## src/core/tmr_regs.svh

```systemverilog
`ifndef TMR_REGS_SVH
`define TMR_REGS_SVH
// register byte addresses
`define TMR_ADDR_CTRL_A 12'h000
`define TMR_ADDR_CTRL_B 12'h004
`define TMR_ADDR_COUNT 12'h008
`define TMR_ADDR_CMP_A 12'h00c
`define TMR_ADDR_CMP_B 12'h010
`define TMR_ADDR_MASK 12'h014
`define TMR_ADDR_FLAGS 12'h018
`define TMR_ADDR_GIE 12'h01c
// control b fields
`define TMR_B_FORCE_A 7
`define TMR_B_FORCE_B 6
`define TMR_B_WAVE_HIGH 3
`define TMR_B_RW_MASK 8'h0f
// control a fields
`define TMR_A_RW_MASK 8'hf3
// mask and flag fields
`define TMR_IRQ_OVF 0
`define TMR_IRQ_CMPA 1
`define TMR_IRQ_CMPB 2
`define TMR_IRQ_RW_MASK 8'h07
// reset values
`define TMR_RST_BYTE 8'h00
// fixed counter values
`define TMR_MAX 8'hff
`define TMR_BOTTOM 8'h00
// prescaler taps
`define TMR_DIV_8 10'd7
`define TMR_DIV_64 10'd63
`define TMR_DIV_256 10'd255
`define TMR_DIV_1024 10'd1023
`endif

```

## src/core/tmr_pkg.sv

```systemverilog
package tmr_pkg;
	typedef enum logic [2:0]
	{
		TMR_CS_STOP = 3'b000,
		TMR_CS_DIV1 = 3'b001,
		TMR_CS_DIV8 = 3'b010,
		TMR_CS_DIV64 = 3'b011,
		TMR_CS_DIV256 = 3'b100,
		TMR_CS_DIV1024 = 3'b101,
		TMR_CS_EXT_FALL = 3'b110,
		TMR_CS_EXT_RISE = 3'b111
	} tmr_clock_select_t;
	typedef struct packed
	{
		logic ovf;
		logic cmpa;
		logic cmpb;
	} tmr_irq_t;
	typedef struct packed
	{
		logic [1:0] out_mode_a;
		logic [1:0] out_mode_b;
		logic [2:0] wave_mode;
		logic [2:0] clock_select;
	} tmr_cfg_t;
endpackage

```

## src/core/tmr_timer8.sv

```systemverilog
`timescale 1ns/1ps
`include "tmr_regs.svh"
// Overview of operation
// force strobes ignored in PWM modes
// software writes zero force bits in PWM
// force strobe makes immediate match on output
// forced match sets no flag, no clear
// force bits always read zero
// reserved bits read as zero
// clock select: stop, prescale taps, pin edges
// pin edges count even when pin output
// counter register readable and writable
// counter write blocks next timer-clock match
// compare registers continuously compared to counter
// compare b irq needs mask, global, flag
// compare a irq needs mask, global, flag
// overflow irq needs mask, global, flag
// flag 2 sets on compare b match
// flag 1 sets on compare a match
// flags cleared when vector executes
// write one clears flag, zero keeps
// overflow flag point depends on mode
// wave mode bits select sequence and top
// overflow at max, bottom or top per mode
// non-pwm output codes toggle, clear, set
// acknowledge input clears matching flag
module tmr_timer8
	import tmr_pkg::*;
(
	// apb
	input wire logic pclk,
	input wire logic presetn,
	input wire logic psel,
	input wire logic penable,
	input wire logic pwrite,
	input wire logic [11:0] paddr,
	input wire logic [31:0] pwdata,
	output logic [31:0] prdata,
	output logic pready,
	output logic pslverr,
	// external count pin
	input wire logic ext_count_pin,
	// interrupt controller
	input wire tmr_irq_t irq_ack,
	output tmr_irq_t irq_req,
	// waveform
	output logic wave_out_a,
	output logic wave_out_b,
	output logic wave_en_a,
	output logic wave_en_b
);
	logic [7:0] ctrl_a_reg;
	logic [7:0] ctrl_b_reg;
	logic [7:0] count_reg;
	logic [7:0] cmp_a_reg;
	logic [7:0] cmp_b_reg;
	logic [7:0] mask_reg;
	logic [7:0] flags_reg;
	logic gie_reg;
	logic [9:0] presc_reg;
	logic pin_s1_reg;
	logic pin_s2_reg;
	logic pin_s3_reg;
	logic dir_down_reg;
	logic block_reg;
	logic wave_a_reg;
	logic wave_b_reg;
	logic [7:0] ocr_a_buf_reg;
	logic [7:0] ocr_b_buf_reg;
	logic [7:0] count_next;
	logic [7:0] flags_next;
	logic dir_down_next;

	tmr_cfg_t cfg;
	wire wr = psel && penable && pwrite;
	wire rd_any = psel && !pwrite;
	wire hit_ctrl_a = paddr == `TMR_ADDR_CTRL_A;
	wire hit_ctrl_b = paddr == `TMR_ADDR_CTRL_B;
	wire hit_count = paddr == `TMR_ADDR_COUNT;
	wire hit_cmp_a = paddr == `TMR_ADDR_CMP_A;
	wire hit_cmp_b = paddr == `TMR_ADDR_CMP_B;
	wire hit_mask = paddr == `TMR_ADDR_MASK;
	wire hit_flags = paddr == `TMR_ADDR_FLAGS;
	wire hit_gie = paddr == `TMR_ADDR_GIE;
	wire hit_any = hit_ctrl_a | hit_ctrl_b | hit_count | hit_cmp_a | hit_cmp_b | hit_mask
		| hit_flags | hit_gie;
	wire [7:0] wbyte = pwdata[7:0];

	assign cfg.out_mode_a = ctrl_a_reg[7:6];
	assign cfg.out_mode_b = ctrl_a_reg[5:4];
	assign cfg.wave_mode = {ctrl_b_reg[`TMR_B_WAVE_HIGH], ctrl_a_reg[1:0]};
	assign cfg.clock_select = ctrl_b_reg[2:0];

	// mode decode
	wire mode_pc = cfg.wave_mode[1:0] == 2'b01;
	wire mode_fast = cfg.wave_mode[1:0] == 2'b11;
	wire mode_ctc = cfg.wave_mode == 3'b010;
	wire top_is_a = cfg.wave_mode[2];
	wire non_pwm = !cfg.wave_mode[0]; // normal, ctc (and reserved)
	wire [7:0] top_val = (mode_ctc || top_is_a) ? ocr_a_buf_reg : `TMR_MAX;

	// clock select: prescaled tick or synchronised pin edge
	wire pin_rise = pin_s2_reg && !pin_s3_reg;
	wire pin_fall = !pin_s2_reg && pin_s3_reg;
	logic tick;
	always_comb
	begin
		case (cfg.clock_select)
			TMR_CS_STOP: tick = 1'b0;
			TMR_CS_DIV1: tick = 1'b1;
			TMR_CS_DIV8: tick = (presc_reg & `TMR_DIV_8) == `TMR_DIV_8;
			TMR_CS_DIV64: tick = (presc_reg & `TMR_DIV_64) == `TMR_DIV_64;
			TMR_CS_DIV256: tick = (presc_reg & `TMR_DIV_256) == `TMR_DIV_256;
			TMR_CS_DIV1024: tick = presc_reg == `TMR_DIV_1024;
			TMR_CS_EXT_FALL: tick = pin_fall;
			TMR_CS_EXT_RISE: tick = pin_rise;
			default: tick = 1'b0;
		endcase
	end

	// compare and overflow events on a timer tick
	wire wr_count = wr && hit_count;
	wire match_a = tick && !block_reg && count_reg == ocr_a_buf_reg;
	wire match_b = tick && !block_reg && count_reg == ocr_b_buf_reg;
	wire at_top = count_reg == top_val;
	wire at_bottom = count_reg == `TMR_BOTTOM;
	logic ovf_evt;
	always_comb
	begin
		if (mode_pc)
			ovf_evt = tick && at_bottom && dir_down_reg;
		else if (mode_fast && top_is_a)
			ovf_evt = tick && at_top;
		else
			ovf_evt = tick && count_reg == `TMR_MAX;
	end

	// counter sequence
	always_comb
	begin
		count_next = count_reg;
		dir_down_next = dir_down_reg;
		if (wr_count)
			count_next = wbyte;
		else if (tick)
		begin
			if (mode_pc)
			begin
				if (at_top)
					dir_down_next = 1'b1;
				else if (at_bottom)
					dir_down_next = 1'b0;
				count_next = (dir_down_next) ? count_reg - 8'h01 : count_reg + 8'h01;
			end
			else if (at_top && top_val != `TMR_MAX)
				count_next = `TMR_BOTTOM;
			else
				count_next = count_reg + 8'h01;
		end
	end

	// force strobes only in non-pwm modes
	wire wr_ctrl_b = wr && hit_ctrl_b;
	wire force_a = wr_ctrl_b && wbyte[`TMR_B_FORCE_A] && non_pwm;
	wire force_b = wr_ctrl_b && wbyte[`TMR_B_FORCE_B] && non_pwm;

	function automatic logic wave_apply(input logic cur, input logic [1:0] om);
		case (om)
			2'b01: wave_apply = !cur;
			2'b10: wave_apply = 1'b0;
			2'b11: wave_apply = 1'b1;
			default: wave_apply = cur;
		endcase
	endfunction

	function automatic logic pwm_wave(input logic cur, input logic [1:0] om, input logic m,
		input logic t, input logic dn);
		if (!om[1])
			pwm_wave = (om[0] && top_is_a && m) ? !cur : cur;
		else if (m)
			pwm_wave = om[0] ^ dn;
		else if (t && !mode_pc)
			pwm_wave = !om[0];
		else
			pwm_wave = cur;
	endfunction

	logic wave_a_next;
	logic wave_b_next;
	always_comb
	begin
		if (non_pwm)
		begin
			wave_a_next = (match_a || force_a) ? wave_apply(wave_a_reg, cfg.out_mode_a)
				: wave_a_reg;
			wave_b_next = (match_b || force_b) ? wave_apply(wave_b_reg, cfg.out_mode_b)
				: wave_b_reg;
		end
		else
		begin
			wave_a_next = pwm_wave(wave_a_reg, cfg.out_mode_a, match_a, tick && at_top,
				dir_down_reg);
			wave_b_next = pwm_wave(wave_b_reg, cfg.out_mode_b, match_b, tick && at_top,
				dir_down_reg);
		end
	end

	// flags: hardware set wins over clear; force does not set
	wire wr_flags = wr && hit_flags;
	tmr_irq_t set_evt;
	assign set_evt.ovf = ovf_evt;
	assign set_evt.cmpa = match_a;
	assign set_evt.cmpb = match_b;
	wire [2:0] set_vec = {set_evt.cmpb, set_evt.cmpa, set_evt.ovf};
	wire [2:0] ack_vec = {irq_ack.cmpb, irq_ack.cmpa, irq_ack.ovf};
	wire [2:0] w1c_vec = wr_flags ? wbyte[2:0] : 3'b000;
	always_comb
	begin
		flags_next = 8'h00;
		flags_next[2:0] = set_vec | (flags_reg[2:0] & ~w1c_vec & ~ack_vec);
	end

	// pwm modes update compare buffers at top, others immediately
	wire buf_load = !(mode_pc || mode_fast) || (tick && at_top);

	always_ff @(posedge pclk or negedge presetn)
	begin
		if (!presetn)
		begin
			ctrl_a_reg <= `TMR_RST_BYTE;
			ctrl_b_reg <= `TMR_RST_BYTE;
			count_reg <= `TMR_RST_BYTE;
			cmp_a_reg <= `TMR_RST_BYTE;
			cmp_b_reg <= `TMR_RST_BYTE;
			mask_reg <= `TMR_RST_BYTE;
			flags_reg <= `TMR_RST_BYTE;
			gie_reg <= 1'b0;
			ocr_a_buf_reg <= `TMR_RST_BYTE;
			ocr_b_buf_reg <= `TMR_RST_BYTE;
			dir_down_reg <= 1'b0;
			wave_a_reg <= 1'b0;
			wave_b_reg <= 1'b0;
		end
		else
		begin
			if (wr && hit_ctrl_a)
				ctrl_a_reg <= wbyte & `TMR_A_RW_MASK;
			if (wr_ctrl_b)
				ctrl_b_reg <= wbyte & `TMR_B_RW_MASK;
			if (wr && hit_cmp_a)
				cmp_a_reg <= wbyte;
			if (wr && hit_cmp_b)
				cmp_b_reg <= wbyte;
			if (wr && hit_mask)
				mask_reg <= wbyte & `TMR_IRQ_RW_MASK;
			if (wr && hit_gie)
				gie_reg <= wbyte[0];
			if (buf_load)
			begin
				ocr_a_buf_reg <= cmp_a_reg;
				ocr_b_buf_reg <= cmp_b_reg;
			end
			count_reg <= count_next;
			dir_down_reg <= dir_down_next;
			flags_reg <= flags_next;
			wave_a_reg <= wave_a_next;
			wave_b_reg <= wave_b_next;
		end
	end

	// prescaler, pin synchroniser, match block
	always_ff @(posedge pclk or negedge presetn)
	begin
		if (!presetn)
		begin
			presc_reg <= 10'd0;
			pin_s1_reg <= 1'b0;
			pin_s2_reg <= 1'b0;
			pin_s3_reg <= 1'b0;
			block_reg <= 1'b0;
		end
		else
		begin
			presc_reg <= presc_reg + 10'd1;
			pin_s1_reg <= ext_count_pin;
			pin_s2_reg <= pin_s1_reg;
			pin_s3_reg <= pin_s2_reg;
			if (wr_count)
				block_reg <= 1'b1;
			else if (tick)
				block_reg <= 1'b0;
		end
	end

	// read mux
	logic [7:0] rbyte;
	always_comb
	begin
		rbyte = 8'h00;
		if (hit_ctrl_a)
			rbyte = ctrl_a_reg;
		else if (hit_ctrl_b)
			rbyte = ctrl_b_reg;
		else if (hit_count)
			rbyte = count_reg;
		else if (hit_cmp_a)
			rbyte = cmp_a_reg;
		else if (hit_cmp_b)
			rbyte = cmp_b_reg;
		else if (hit_mask)
			rbyte = mask_reg;
		else if (hit_flags)
			rbyte = flags_reg;
		else if (hit_gie)
			rbyte = {7'h00, gie_reg};
	end

	always_ff @(posedge pclk or negedge presetn)
	begin
		if (!presetn)
			prdata <= 32'h0000_0000;
		else if (rd_any && !penable)
			prdata <= {24'h000000, rbyte};
	end

	assign pready = 1'b1;
	assign pslverr = psel && penable && !hit_any;

	assign irq_req.ovf = gie_reg && mask_reg[`TMR_IRQ_OVF] && flags_reg[`TMR_IRQ_OVF];
	assign irq_req.cmpa = gie_reg && mask_reg[`TMR_IRQ_CMPA] && flags_reg[`TMR_IRQ_CMPA];
	assign irq_req.cmpb = gie_reg && mask_reg[`TMR_IRQ_CMPB] && flags_reg[`TMR_IRQ_CMPB];

	assign wave_out_a = wave_a_reg;
	assign wave_out_b = wave_b_reg;
	assign wave_en_a = cfg.out_mode_a != 2'b00;
	assign wave_en_b = cfg.out_mode_b != 2'b00;
endmodule

```

## config.mk

```make
export PLATFORM = sky130hd
export DESIGN_NAME = tmr_timer8
export DESIGN_NICKNAME = d
export VERILOG_FILES = /design/src/core/tmr_pkg.sv /design/src/core/tmr_timer8.sv
export VERILOG_INCLUDE_DIRS = /design/src /design/src/core
export SDC_FILE = /design/constraint.sdc
export NUM_CORES = 1
export LEC_CHECK = 0
export ABC_AREA = 1
export BUFFER_PORTS_ARGS = -buffer_cell sky130_fd_sc_hd__buf_4
export CORE_MARGIN = 2
export CORE_UTILIZATION = 40
export DETAILED_ROUTE_END_ITERATION = 7
export HOLD_SLACK_MARGIN = 0.15
export PLACE_DENSITY = 0.72
export SKIP_CTS_REPAIR_TIMING = 1
export SKIP_LAST_GASP = 1
export SLEW_MARGIN = 20
export SYNTH_ARGS = -nofsm -noshare
export SYNTH_HDL_FRONTEND = slang
export SYNTH_SLANG_ARGS = --single-unit
```

## constraint.sdc

```tcl
create_clock -name pclk -period 2.2 [get_ports pclk]
set_input_delay 0.44 -clock pclk [delete_from_list [all_inputs] [get_ports pclk]]
set_output_delay 0.44 -clock pclk [all_outputs]
set_load 0.1 [all_outputs]
```

==> metrics.csv, run 1 <==
stage,metric,value,unit
detailed_routing,drt_wl_total,13.2,mm
synthesis,netlist_area,0.00500,mm^2
job,max-cap-violations,0,
power,ir_drop,372,uV
worst_hold_path,hold_path_class,in2reg,
global_routing,grt_overflow,0,
worst_setup_path,cp-end-kind,output pin,
clock_network,clock-sinks,82,
clock_network,root_buffer,clkbuf_16,
power,p_total,3.77,mW
synthesis,ys_seq_area_frac,0.411,
place,dp.cells,913,
worst_setup_path,reg2regPathDepth,11,
die,die_area,0.0134,mm^2
die,row_count,40,
outcome,status,"finished, final reports clean",
worst_setup_path,rrSetupSlack,0.17,ns
synthesis,synth_area_leaders,"dfrtp_1 (41%), nand2_1 (15%), inv_1 (6.5%), o21ai_0 (5.3%), nand3_1 (5.2%)",
power,power-per-cell-area,625,mW/mm^2
die,core,0.0121,mm^2
clock_network,htreeDepth,3,
detailed_routing,firstDrtPassIters,5,
detailed_routing,ant_nets,0,
die,die_w,116,um
detailed_routing,vias_per_cell,4.95,
die,start_util,0.413,
power,leakagePower,2.95,nW
worst_setup_path,worst_setup_path_start_kind,input port,
global_routing,track_usage,0.211,
timing,rsz0062_at_grt,false,
timing,hold_violations,0,
timing,fin_crit_sh,0.950,
cells_and_area,layout-drive-gt1-share,0.165,
worst_setup_path,crit_arrival,1.65,ns
die,io-pin-count,94,
worst_setup_path,path_class,in2out,
synthesis,synth_top_cells_by_count,"nand2_1 (194), inv_1 (86), dfrtp_1 (82)",
global_routing,grt_pass1_wl,21.9,mm
worst_setup_path,cp.required,1.76,ns
global_routing,grt_pass1_vias,4317,
worst_setup_path,crit_fanout,5,
timing,fmax,478,MHz
detailed_routing,wl_per_cell,14.2,um
clock_network,cts_buffer_depth,2,
global_routing,antenna_found_initial,0,
timing,tightest_slew,0.542,ns
cells_and_area,layoutNonFillerInstCount,930,
timing,clock_skew,0.00999,ns
cells_and_area,diodes,0,
timing,slew_violations,0,
synthesis,yosys.cell_types.count,37,
synthesis,synth_ff_type,dfrtp_1,
synthesis,synth_top_area_share,0.411,
detailed_routing,dr.first_iter.drc_count,308,
place,place_congestion,0.909,
worst_setup_path,r2r-end,flags_reg[0],
synthesis,synthArstFlopShare,1.00,
clock_network,insertion_delay,0.35,ns
synthesis,ys_seq_elements,82,
cells_and_area,finalNetCount,815,
worst_hold_path,min_path_cells,1,
detailed_routing,num_vias,4608,
die,dieHeight,116,um
worst_hold_path,min_from,ext_count_pin,
timing,hold_ws,0.203,ns
synthesis,synth_most_common_cell,nand2_1,
clock_network,cts_tree,built,
synthesis,synth_warnings,0,
worst_setup_path,r2r_start,presc_reg[0],
timing,finalSetupViolCount,0,
synthesis,synth_edf_count,0,
place,port_buffers,44,
timing,slew_headroom,0.639,
clock_network,cts.clk_slew.worst_paths,0.06,ns
cells_and_area,syn_to_final_growth,21.0,%
place,dp_hpwl,9.92,mm
timing,period_needed,2.09,ns
synthesis,netlist_instances,687,
cells_and_area,largest_register_ffs,10,
detailed_routing,route.detailed.drc,0,
clock_network,cts_buffers,9,
synthesis,syn-mean-instance-area,7.27,um^2
synthesis,yosys.area.top_type,dfrtp_1,
worst_hold_path,whs_endpoint,pin_s1_reg,
global_routing,grt_max_degree,47,
cells_and_area,final_util,0.499,
-- how the worst max path moves through the flow --
stage | to | depth (start not counted) | from
floorplan | pslverr | 7 | paddr[1]
global placement | pslverr | 9 | paddr[1]
detailed placement | pslverr | 9 | paddr[0]
CTS | wave_out_b | 12 | presc_reg[0]
global route | pslverr | 9 | paddr[8]
finish | pslverr | 7 | paddr[1]
-- metal layers --
| layer | global-route usage | part of all wire | vias to the layer above |
|---|---|---|---|
| met1 | 0.296 | 0.46 | 2129 |
| li1 | - | - | 2298 |
| met3 | 0.0340 | 0.050 | 26 |
| met2 | 0.334 | 0.46 | 155 |
| met4 | 0.0722 | 0.025 | 0 |
| met5 | 0 | 0 | - |
-- final cells by class --
type,instances,area [um^2]
clock inverter,7,124
timing repair buffer,79,612
fill,1187,6070
sequential,82,2050
inverter,90,338
multi-input combinational,495,2480
clock buffer,9,225
tap,168,210
-- power by group --
| part | total [mW] | internal, mW | switching, mW |
|---|---|---|---|
| Combinational | 0.448 | 0.0949 | 0.353 |
| Sequential | 1.54 | 1.52 | 0.0187 |
| Clock | 1.79 | 1.12 | 0.668 |
| Total | 3.77 | 2.74 | 1.04 |
-- stage by stage --
| stage | setup slack, ns | setup TNS (ns) | cell area (um^2) |
|---|---|---|---|
| 5_1_grt | 0.0107 | 0 | 6040 |
| 4_1_cts | 0.0149 | 0 | 5980 |
| 3_3_place_gp | 0.0262 | 0 | 5630 |
| 2_1_floorplan | -0.417 | -0.417 | 5100 |
| 3_5_place_dp | 0.0253 | 0 | 5630 |
| 6_report | 0.110 | 0 | 6040 |
-- logic make-up after synthesis --
logic type | Yosys count | synth area share
other cells | 2 | 0.00150
compound gates | 100 | 0.110
mux | 1 | 0.00200
xor+xnor | 29 | 0.0508
buf+inv | 133 | 0.124
flops | 82 | 0.411
simple gates | 335 | 0.289
fa+ha+maj | 5 | 0.0125
-- placed cells by master, fill, tap and decap left out, drive strengths merged --
cell	count
o31ai	2
nand3b	3
xnor2	8
dfrtp	82
clkinvlp	1
o22ai	8
a211oi	1
a32o	1
o21bai	1
bufinv	3
o211ai	2
o2111ai	1
nand3	52
nor4	1
conb	25
or2	3
nand2	201
o21ai	66
dlygate4sd3	1
xor2	21
clkbuf	9
mux2i	1
buf	78
ha	5
clkinv	1
inv	92
a2bb2oi	1
nor3	14
a21oi	14
a221oi	3
nand4	14
nor2	47
-- worst max-delay path: stages --
cell and delay [ns]:
buf_4 0.11, or2_4 0.26, nor3_2 0.31, nand2_1 0.13
nand2_1 0.15, nor4_4 0.06, buf_6 0.18
(Power assumes the default switching activity.)
==> run 2: changes to the inputs <==
Settings changed: ABC_AREA 1 to default.
==> run 2 against run 1 <==
  * The run now ends with setup timing left
  * Cell count down 22%
  * Worst hold slack better by 0.0043 ns
  * Combinational power up 10%
  * Sequential power about the same
  * Synthesized cell count down 32%
  * Utilization up 3.7 points
  * Clock-buffer cell count up 3
  * Clock power down 11%
  * Critical path type is now reg2reg
  * Largest power group unchanged
==> metrics.csv, run 2 <==
stage,metric,value,unit
clock_network,clock-sinks,82,
timing,hold_violations,0,
synthesis,netlist_instances,464,
synthesis,synth_warnings,0,
outcome,status,"finished, violations left",
timing,fmax,408,MHz
power,power-per-cell-area,565,mW/mm^2
global_routing,track_usage,0.202,
timing,finalSetupViolCount,26,
synthesis,synth_top_family_by_area,simple AND/OR/NAND/NOR gates,
clock_network,cts_buffer_depth,2,
detailed_routing,drt_wl_total,13.8,mm
clock_network,cts_buffers,9,
synthesis,ys_seq_elements,82,
timing,slew_headroom,0.646,
clock_network,root_buffer,clkbuf_16,
place,port_buffers,44,
timing,slew_violations,0,
synthesis,ys_seq_area_frac,0.421,
die,start_util,0.407,
synthesis,yosys.cell_types.count,71,
die,die_w,114,um
cells_and_area,syn_to_final_growth,31.5,%
die,core,0.0120,mm^2
worst_setup_path,crit_buf_inv,0,
clock_network,htreeDepth,3,
worst_setup_path,crit_fanout,6,
die,row_count,40,
worst_setup_path,cp.required,2.42,ns
worst_setup_path,worst_path_max_delay_cell,dfrtp_2,
worst_setup_path,path_class,reg2reg,
outcome,violations,setup timing,
worst_setup_path,rrSetupSlack,-0.25,ns
timing,setup_slack,-0.253,ns
clock_network,cts_tree,built,
worst_setup_path,max_stage_delay,0.44,ns
place,dp_hpwl,9.56,mm
synthesis,synthArstFlopShare,1.00,
synthesis,synth_top_area_share,0.421,
worst_setup_path,worst_setup_path_start_kind,register,
detailed_routing,firstDrtPassIters,6,
die,dieHeight,114,um
die,io-pin-count,94,
synthesis,synth-simple-area-share,0.182,
cells_and_area,layout-drive-gt1-share,0.422,
worst_setup_path,cp-end-kind,register,
synthesis,yosys.area.top_type,dfrtp_1,
synthesis,synth_ff_type,dfrtp_1,
global_routing,antenna_found_initial,0,
synthesis,synthMuxAreaShare,0.122,
detailed_routing,wl_per_cell,19.1,um
synthesis,synth_most_common_cell,dfrtp_1,
global_routing,grt_pass1_wl,20.7,mm
worst_setup_path,path_cells,"or3_4, nor3_4, and3b_1, nand2b_4, a21boi_4, o2111ai_2, a31o_1, a221o_1",
worst_setup_path,crit_family,simple AND/OR/NAND/NOR gates,
global_routing,grt_overflow,0,
global_routing,grt_pass1_vias,4028,
worst_hold_path,hold_path_class,in2reg,
timing,clock_skew,0.00538,ns
synthesis,syn-mean-instance-area,10.5,um^2
detailed_routing,route.detailed.drc,0,
detailed_routing,ant_nets,0,
cells_and_area,largest_register_ffs,10,
worst_setup_path,crit_arrival,2.67,ns
clock_network,cts.clk_slew.worst_paths,0.06,ns
cells_and_area,final_common_cell,buf_4,
synthesis,synth_top_cells_by_count,"dfrtp_1 (82), mux2_2 (49), nand2_1 (32)",
detailed_routing,vias_per_cell,5.84,
timing,rsz0062_at_grt,true,
timing,tightest_slew,0.530,ns
cells_and_area,finalNetCount,629,
timing,setup_tns,-2.90,ns
job,max-cap-violations,0,
clock_network,insertion_delay,0.34,ns
detailed_routing,dr.first_iter.drc_count,387,
timing,period_needed,2.45,ns
synthesis,synth_fa_ha_area_frac,0.0128,
timing,fin_crit_sh,1.11,
synthesis,synth_xor_area_frac,0.0485,
synthesis,synth_compound_area_frac,0.137,
cells_and_area,diodes,0,
global_routing,grt_max_degree,51,
detailed_routing,num_vias,4221,
cells_and_area,final_cell_mix,"buf_4 (110), dfrtp_1 (80), mux2_2 (33), nand2_1 (30), conb_1 (25)",
power,ir_drop,369,uV
cells_and_area,final_util,0.536,
place,place_congestion,0.901,
synthesis,netlist_area,0.00487,mm^2
die,die_area,0.0131,mm^2
synthesis,synth_edf_count,0,
synthesis,synth_area_leaders,"dfrtp_1 (42%), mux2_2 (11%), buf_4 (4.2%), xor2_1 (2.7%), nand2_1 (2.5%)",
power,leakagePower,3.05,nW
-- run 2: per-layer routing --
metal / wire length, um / GRT usage
met1: 5770 / 0.258
met2: 6910 / 0.338
met3: 800 / 0.0402
met4: 331 / 0.0829
met5: 0 / 0
-- run 2: final timing paths --
| path | from | to | cells past startpoint |
|---|---|---|---|
| worst max-delay path | count_reg[2] | count_reg[7] | 8 |
| worst min-delay path | ext_count_pin | pin_s1_reg | 1 |
| worst max register to register | count_reg[2] | count_reg[7] | 8 |
| worst min register to register | pin_s1_reg | pin_s2_reg | 0 |
| max in group asynchronous | presetn | count_reg[4] | 3 |
| min in group asynchronous | presetn | prdata[4] | 2 |
-- run 2: final cells by class --
| class | instances | area, um^2 |
|---|---|---|
| clock inverters | 4 | 56.3 |
| well taps | 147 | 184 |
| flip-flops and latches | 82 | 2050 |
| fillers | 993 | 5550 |
| clock buffers | 12 | 256 |
| multi-input cells | 348 | 2840 |
| repair buffers | 121 | 988 |
| inverters | 9 | 33.8 |
-- run 2: power breakdown --
group	internal, mW	switching [mW]
combinational	0.138	0.355
clock	0.953	0.640
sequential	1.52	0.0147
-- run 2: cells by family (layout without fill, tap and decap cells) --
logic type	Yosys count	count (layout)
compound gates	89	89
fa+ha+maj	5	5
flops	82	82
simple gates	150	150
buf+inv	57	146
mux	52	52
other cells	2	25
xor+xnor	27	27
-- run 2: stage by stage --
step | instances | worst slack, ns | power, mW | area (um^2) | hold WS [ns]
floorplan | 487 | -0.0892 | 1.90 | 5010 | 0.144
global placement | 695 | -0.145 | 2.00 | 5710 | 0.335
detailed placement | 695 | -0.213 | 2.01 | 5710 | 0.336
CTS | 711 | -0.282 | 3.59 | 6020 | 0.0480
global route | 723 | -0.342 | 3.72 | 6410 | 0.196
finish | 723 | -0.253 | 3.62 | 6410 | 0.207
-- run 2: worst register-to-register path, stage by stage (launching register included) --
cell and delay (ns):
dfrtp_2 0.44, or3_4 0.42, nor3_4 0.18, and3b_1 0.23, nand2b_4 0.15, a21boi_4 0.28, o2111ai_2 0.15, a31o_1 0.20
a221o_1 0.29
==> run 3: changes to the inputs <==
Clock period 2.2 ns to 2.4 ns, I/O delays scaled along.
==> run 3 against run 2 <==
  * The run still ends with setup timing left
  * Highest routed layer unchanged
  * Sequential cell count unchanged
  * Register-to-register slack better by 0.23 ns
  * Largest power group unchanged
  * Fmax up 1.4%
  * Largest cell class unchanged
==> metrics.csv, run 3 (synthesis gave the netlist of run 2 again) <==
stage,metric,value,unit
worst_setup_path,path_class,reg2reg,
global_routing,grt_max_degree,53,
die,die_area,0.0131,mm^2
power,p_sw,0.963,mW
global_routing,track_usage,0.198,
worst_setup_path,startpoint,count_reg[2],
detailed_routing,dr.first_iter.drc_count,351,
timing,finalSetupViolCount,1,
clock_network,cts.clk_slew.worst_paths,0.07,ns
worst_setup_path,path_depth,9,
global_routing,grt-busiest-layer,met2,
place,dp_hpwl,9.12,mm
power,power_frac_comb,0.125,
detailed_routing,num_vias,4033,
timing,fmax,413,MHz
die,start_util,0.407,
detailed_routing,route.detailed.drc,0,
worst_setup_path,cp.required,2.68,ns
clock_network,htreeDepth,3,
cells_and_area,finalNetCount,609,
worst_setup_path,worst_path_max_delay_cell,dfrtp_2,
die,core,0.0120,mm^2
global_routing,grt_overflow,0,
cells_and_area,syn_to_final_growth,23.6,%
timing,hold_ws,0.248,ns
detailed_routing,wl_per_cell,17.9,um
worst_hold_path,min_from,ext_count_pin,
power,seqPwrFrac,0.426,
power,ir_drop,487,uV
timing,period_needed,2.42,ns
outcome,status,"finished, violations left",
die,io-pin-count,94,
detailed_routing,drt_wl_total,12.6,mm
clock_network,cts_buffer_depth,2,
place,place_area,0.00553,mm^2
detailed_routing,firstDrtPassIters,6,
detailed_routing,vias_per_cell,5.74,
timing,clock_skew,0.0112,ns
job,max-cap-violations,0,
power,clkPwrFrac,0.449,
worst_setup_path,crit_fanout,7,
timing,setup_slack,-0.0185,ns
cells_and_area,final_common_cell,buf_4,
power,power-per-cell-area,549,mW/mm^2
power,switching_share,0.292,
cells_and_area,fill_cells,1046,
global_routing,antenna_found_initial,0,
cells_and_area,largest_register_ffs,10,
worst_setup_path,reg2regPathDepth,9,
worst_setup_path,path_cells,"or3_4, nor3_4, and3b_1, nand2b_4, a21boi_4, buf_4, o2111ai_1, a211o_2, nand3_1",
global_routing,met2_usage,0.308,
timing,rsz0062_at_grt,true,
worst_setup_path,r2r_start,count_reg[2],
timing,slew_violations,0,
timing,setup_tns,-0.0185,ns
die,dieHeight,114,um
clock_network,cts_tree,built,
clock_network,insertion_delay,0.35,ns
clock_network,cts_buffers,9,
die,die_w,114,um
timing,fin_crit_sh,1.01,
cells_and_area,final_util,0.504,
worst_hold_path,min_path_cells,1,
detailed_routing,ant_nets,0,
cells_and_area,diodes,0,
power,p_int,2.34,mW
clock_network,clock-sinks,82,
global_routing,grt_use_met3,0.0349,
cells_and_area,final_cell_mix,"buf_4 (97), dfrtp_1 (79), mux2_2 (49), nand2_1 (31), conb_1 (25)",
power,leakagePower,2.84,nW
worst_setup_path,cp-end-kind,register,
timing,slew_headroom,0.653,
global_routing,grt_util_met1,0.275,
clock_network,root_buffer,clkbuf_16,
global_routing,grt_pass1_wl,20.4,mm
outcome,violations,setup timing,
global_routing,grt_pass1_vias,3936,
worst_setup_path,worst_setup_path_start_kind,register,
worst_setup_path,crit_buf_inv,1,
timing,hold_violations,0,
cells_and_area,layout-drive-gt1-share,0.378,
worst_hold_path,hold_path_class,in2reg,
timing,tightest_slew,0.520,ns
worst_setup_path,max_stage_delay,0.46,ns
worst_setup_path,crit_family,simple AND/OR/NAND/NOR gates,
place,place_congestion,0.905,
worst_setup_path,crit_arrival,2.70,ns
cells_and_area,final_area,0.00602,mm^2
place,port_buffers,44,
die,row_count,40,
==> run 3: worst paths after layout <==
kind / end / slack [ns]
max in group asynchronous: count_reg[0] / 1.16
min: pin_s1_reg / 0.25
max: count_reg[6] / -0.02
max reg2reg: count_reg[6] / -0.02
min reg2reg: pin_s2_reg / 0.35
min in group asynchronous: prdata[4] / 0.60
==> run 3: power by group through the flow <==
stage                     Sequential [mW]  Clock [mW]  Combinational, mW
final                                1.41        1.48              0.413
after global routing                 1.41        1.56              0.437
after CTS                            1.41        1.50              0.391
after detailed placement             1.43           0              0.390
after floorplan                      1.42           0              0.313
after global placement               1.43           0              0.387
==> run 3: worst reg2reg max path, stage by stage (launching register included) <==
cell and delay [ns]:
dfrtp_2 0.46, or3_4 0.42, nor3_4 0.18, and3b_1 0.22, nand2b_4 0.14, a21boi_4 0.25
buf_4 0.15, o2111ai_1 0.13, a211o_2 0.32, nand3_1 0.07
==> run 3: per-layer routing <==
metal  vias up  part of all wire
met1      1968              0.44
met2       191              0.47
met4         0             0.019
met3        24             0.072
met5         -                 0
li1       1850                 -
==> run 3: final cells by class <==
type | instances | area, um^2 | share of cell area
multi-input combinational | 348 | 2620 | 0.436
sequential | 82 | 2060 | 0.341
timing repair buffer | 101 | 803 | 0.133
clock buffer | 9 | 225 | 0.0374
tap | 147 | 184 | 0.0305
clock inverter | 7 | 97.6 | 0.0162
inverter | 9 | 33.8 | 0.00561
==> run 3: metrics by stage <==
stage | setup WS [ns] | cells | power, mW
finish | -0.0185 | 703 | 3.30
global placement | -0.0965 | 678 | 1.82
detailed placement | -0.115 | 678 | 1.82
CTS | -0.0909 | 694 | 3.30
global route | -0.108 | 703 | 3.40
floorplan | 0.0219 | 487 | 1.74
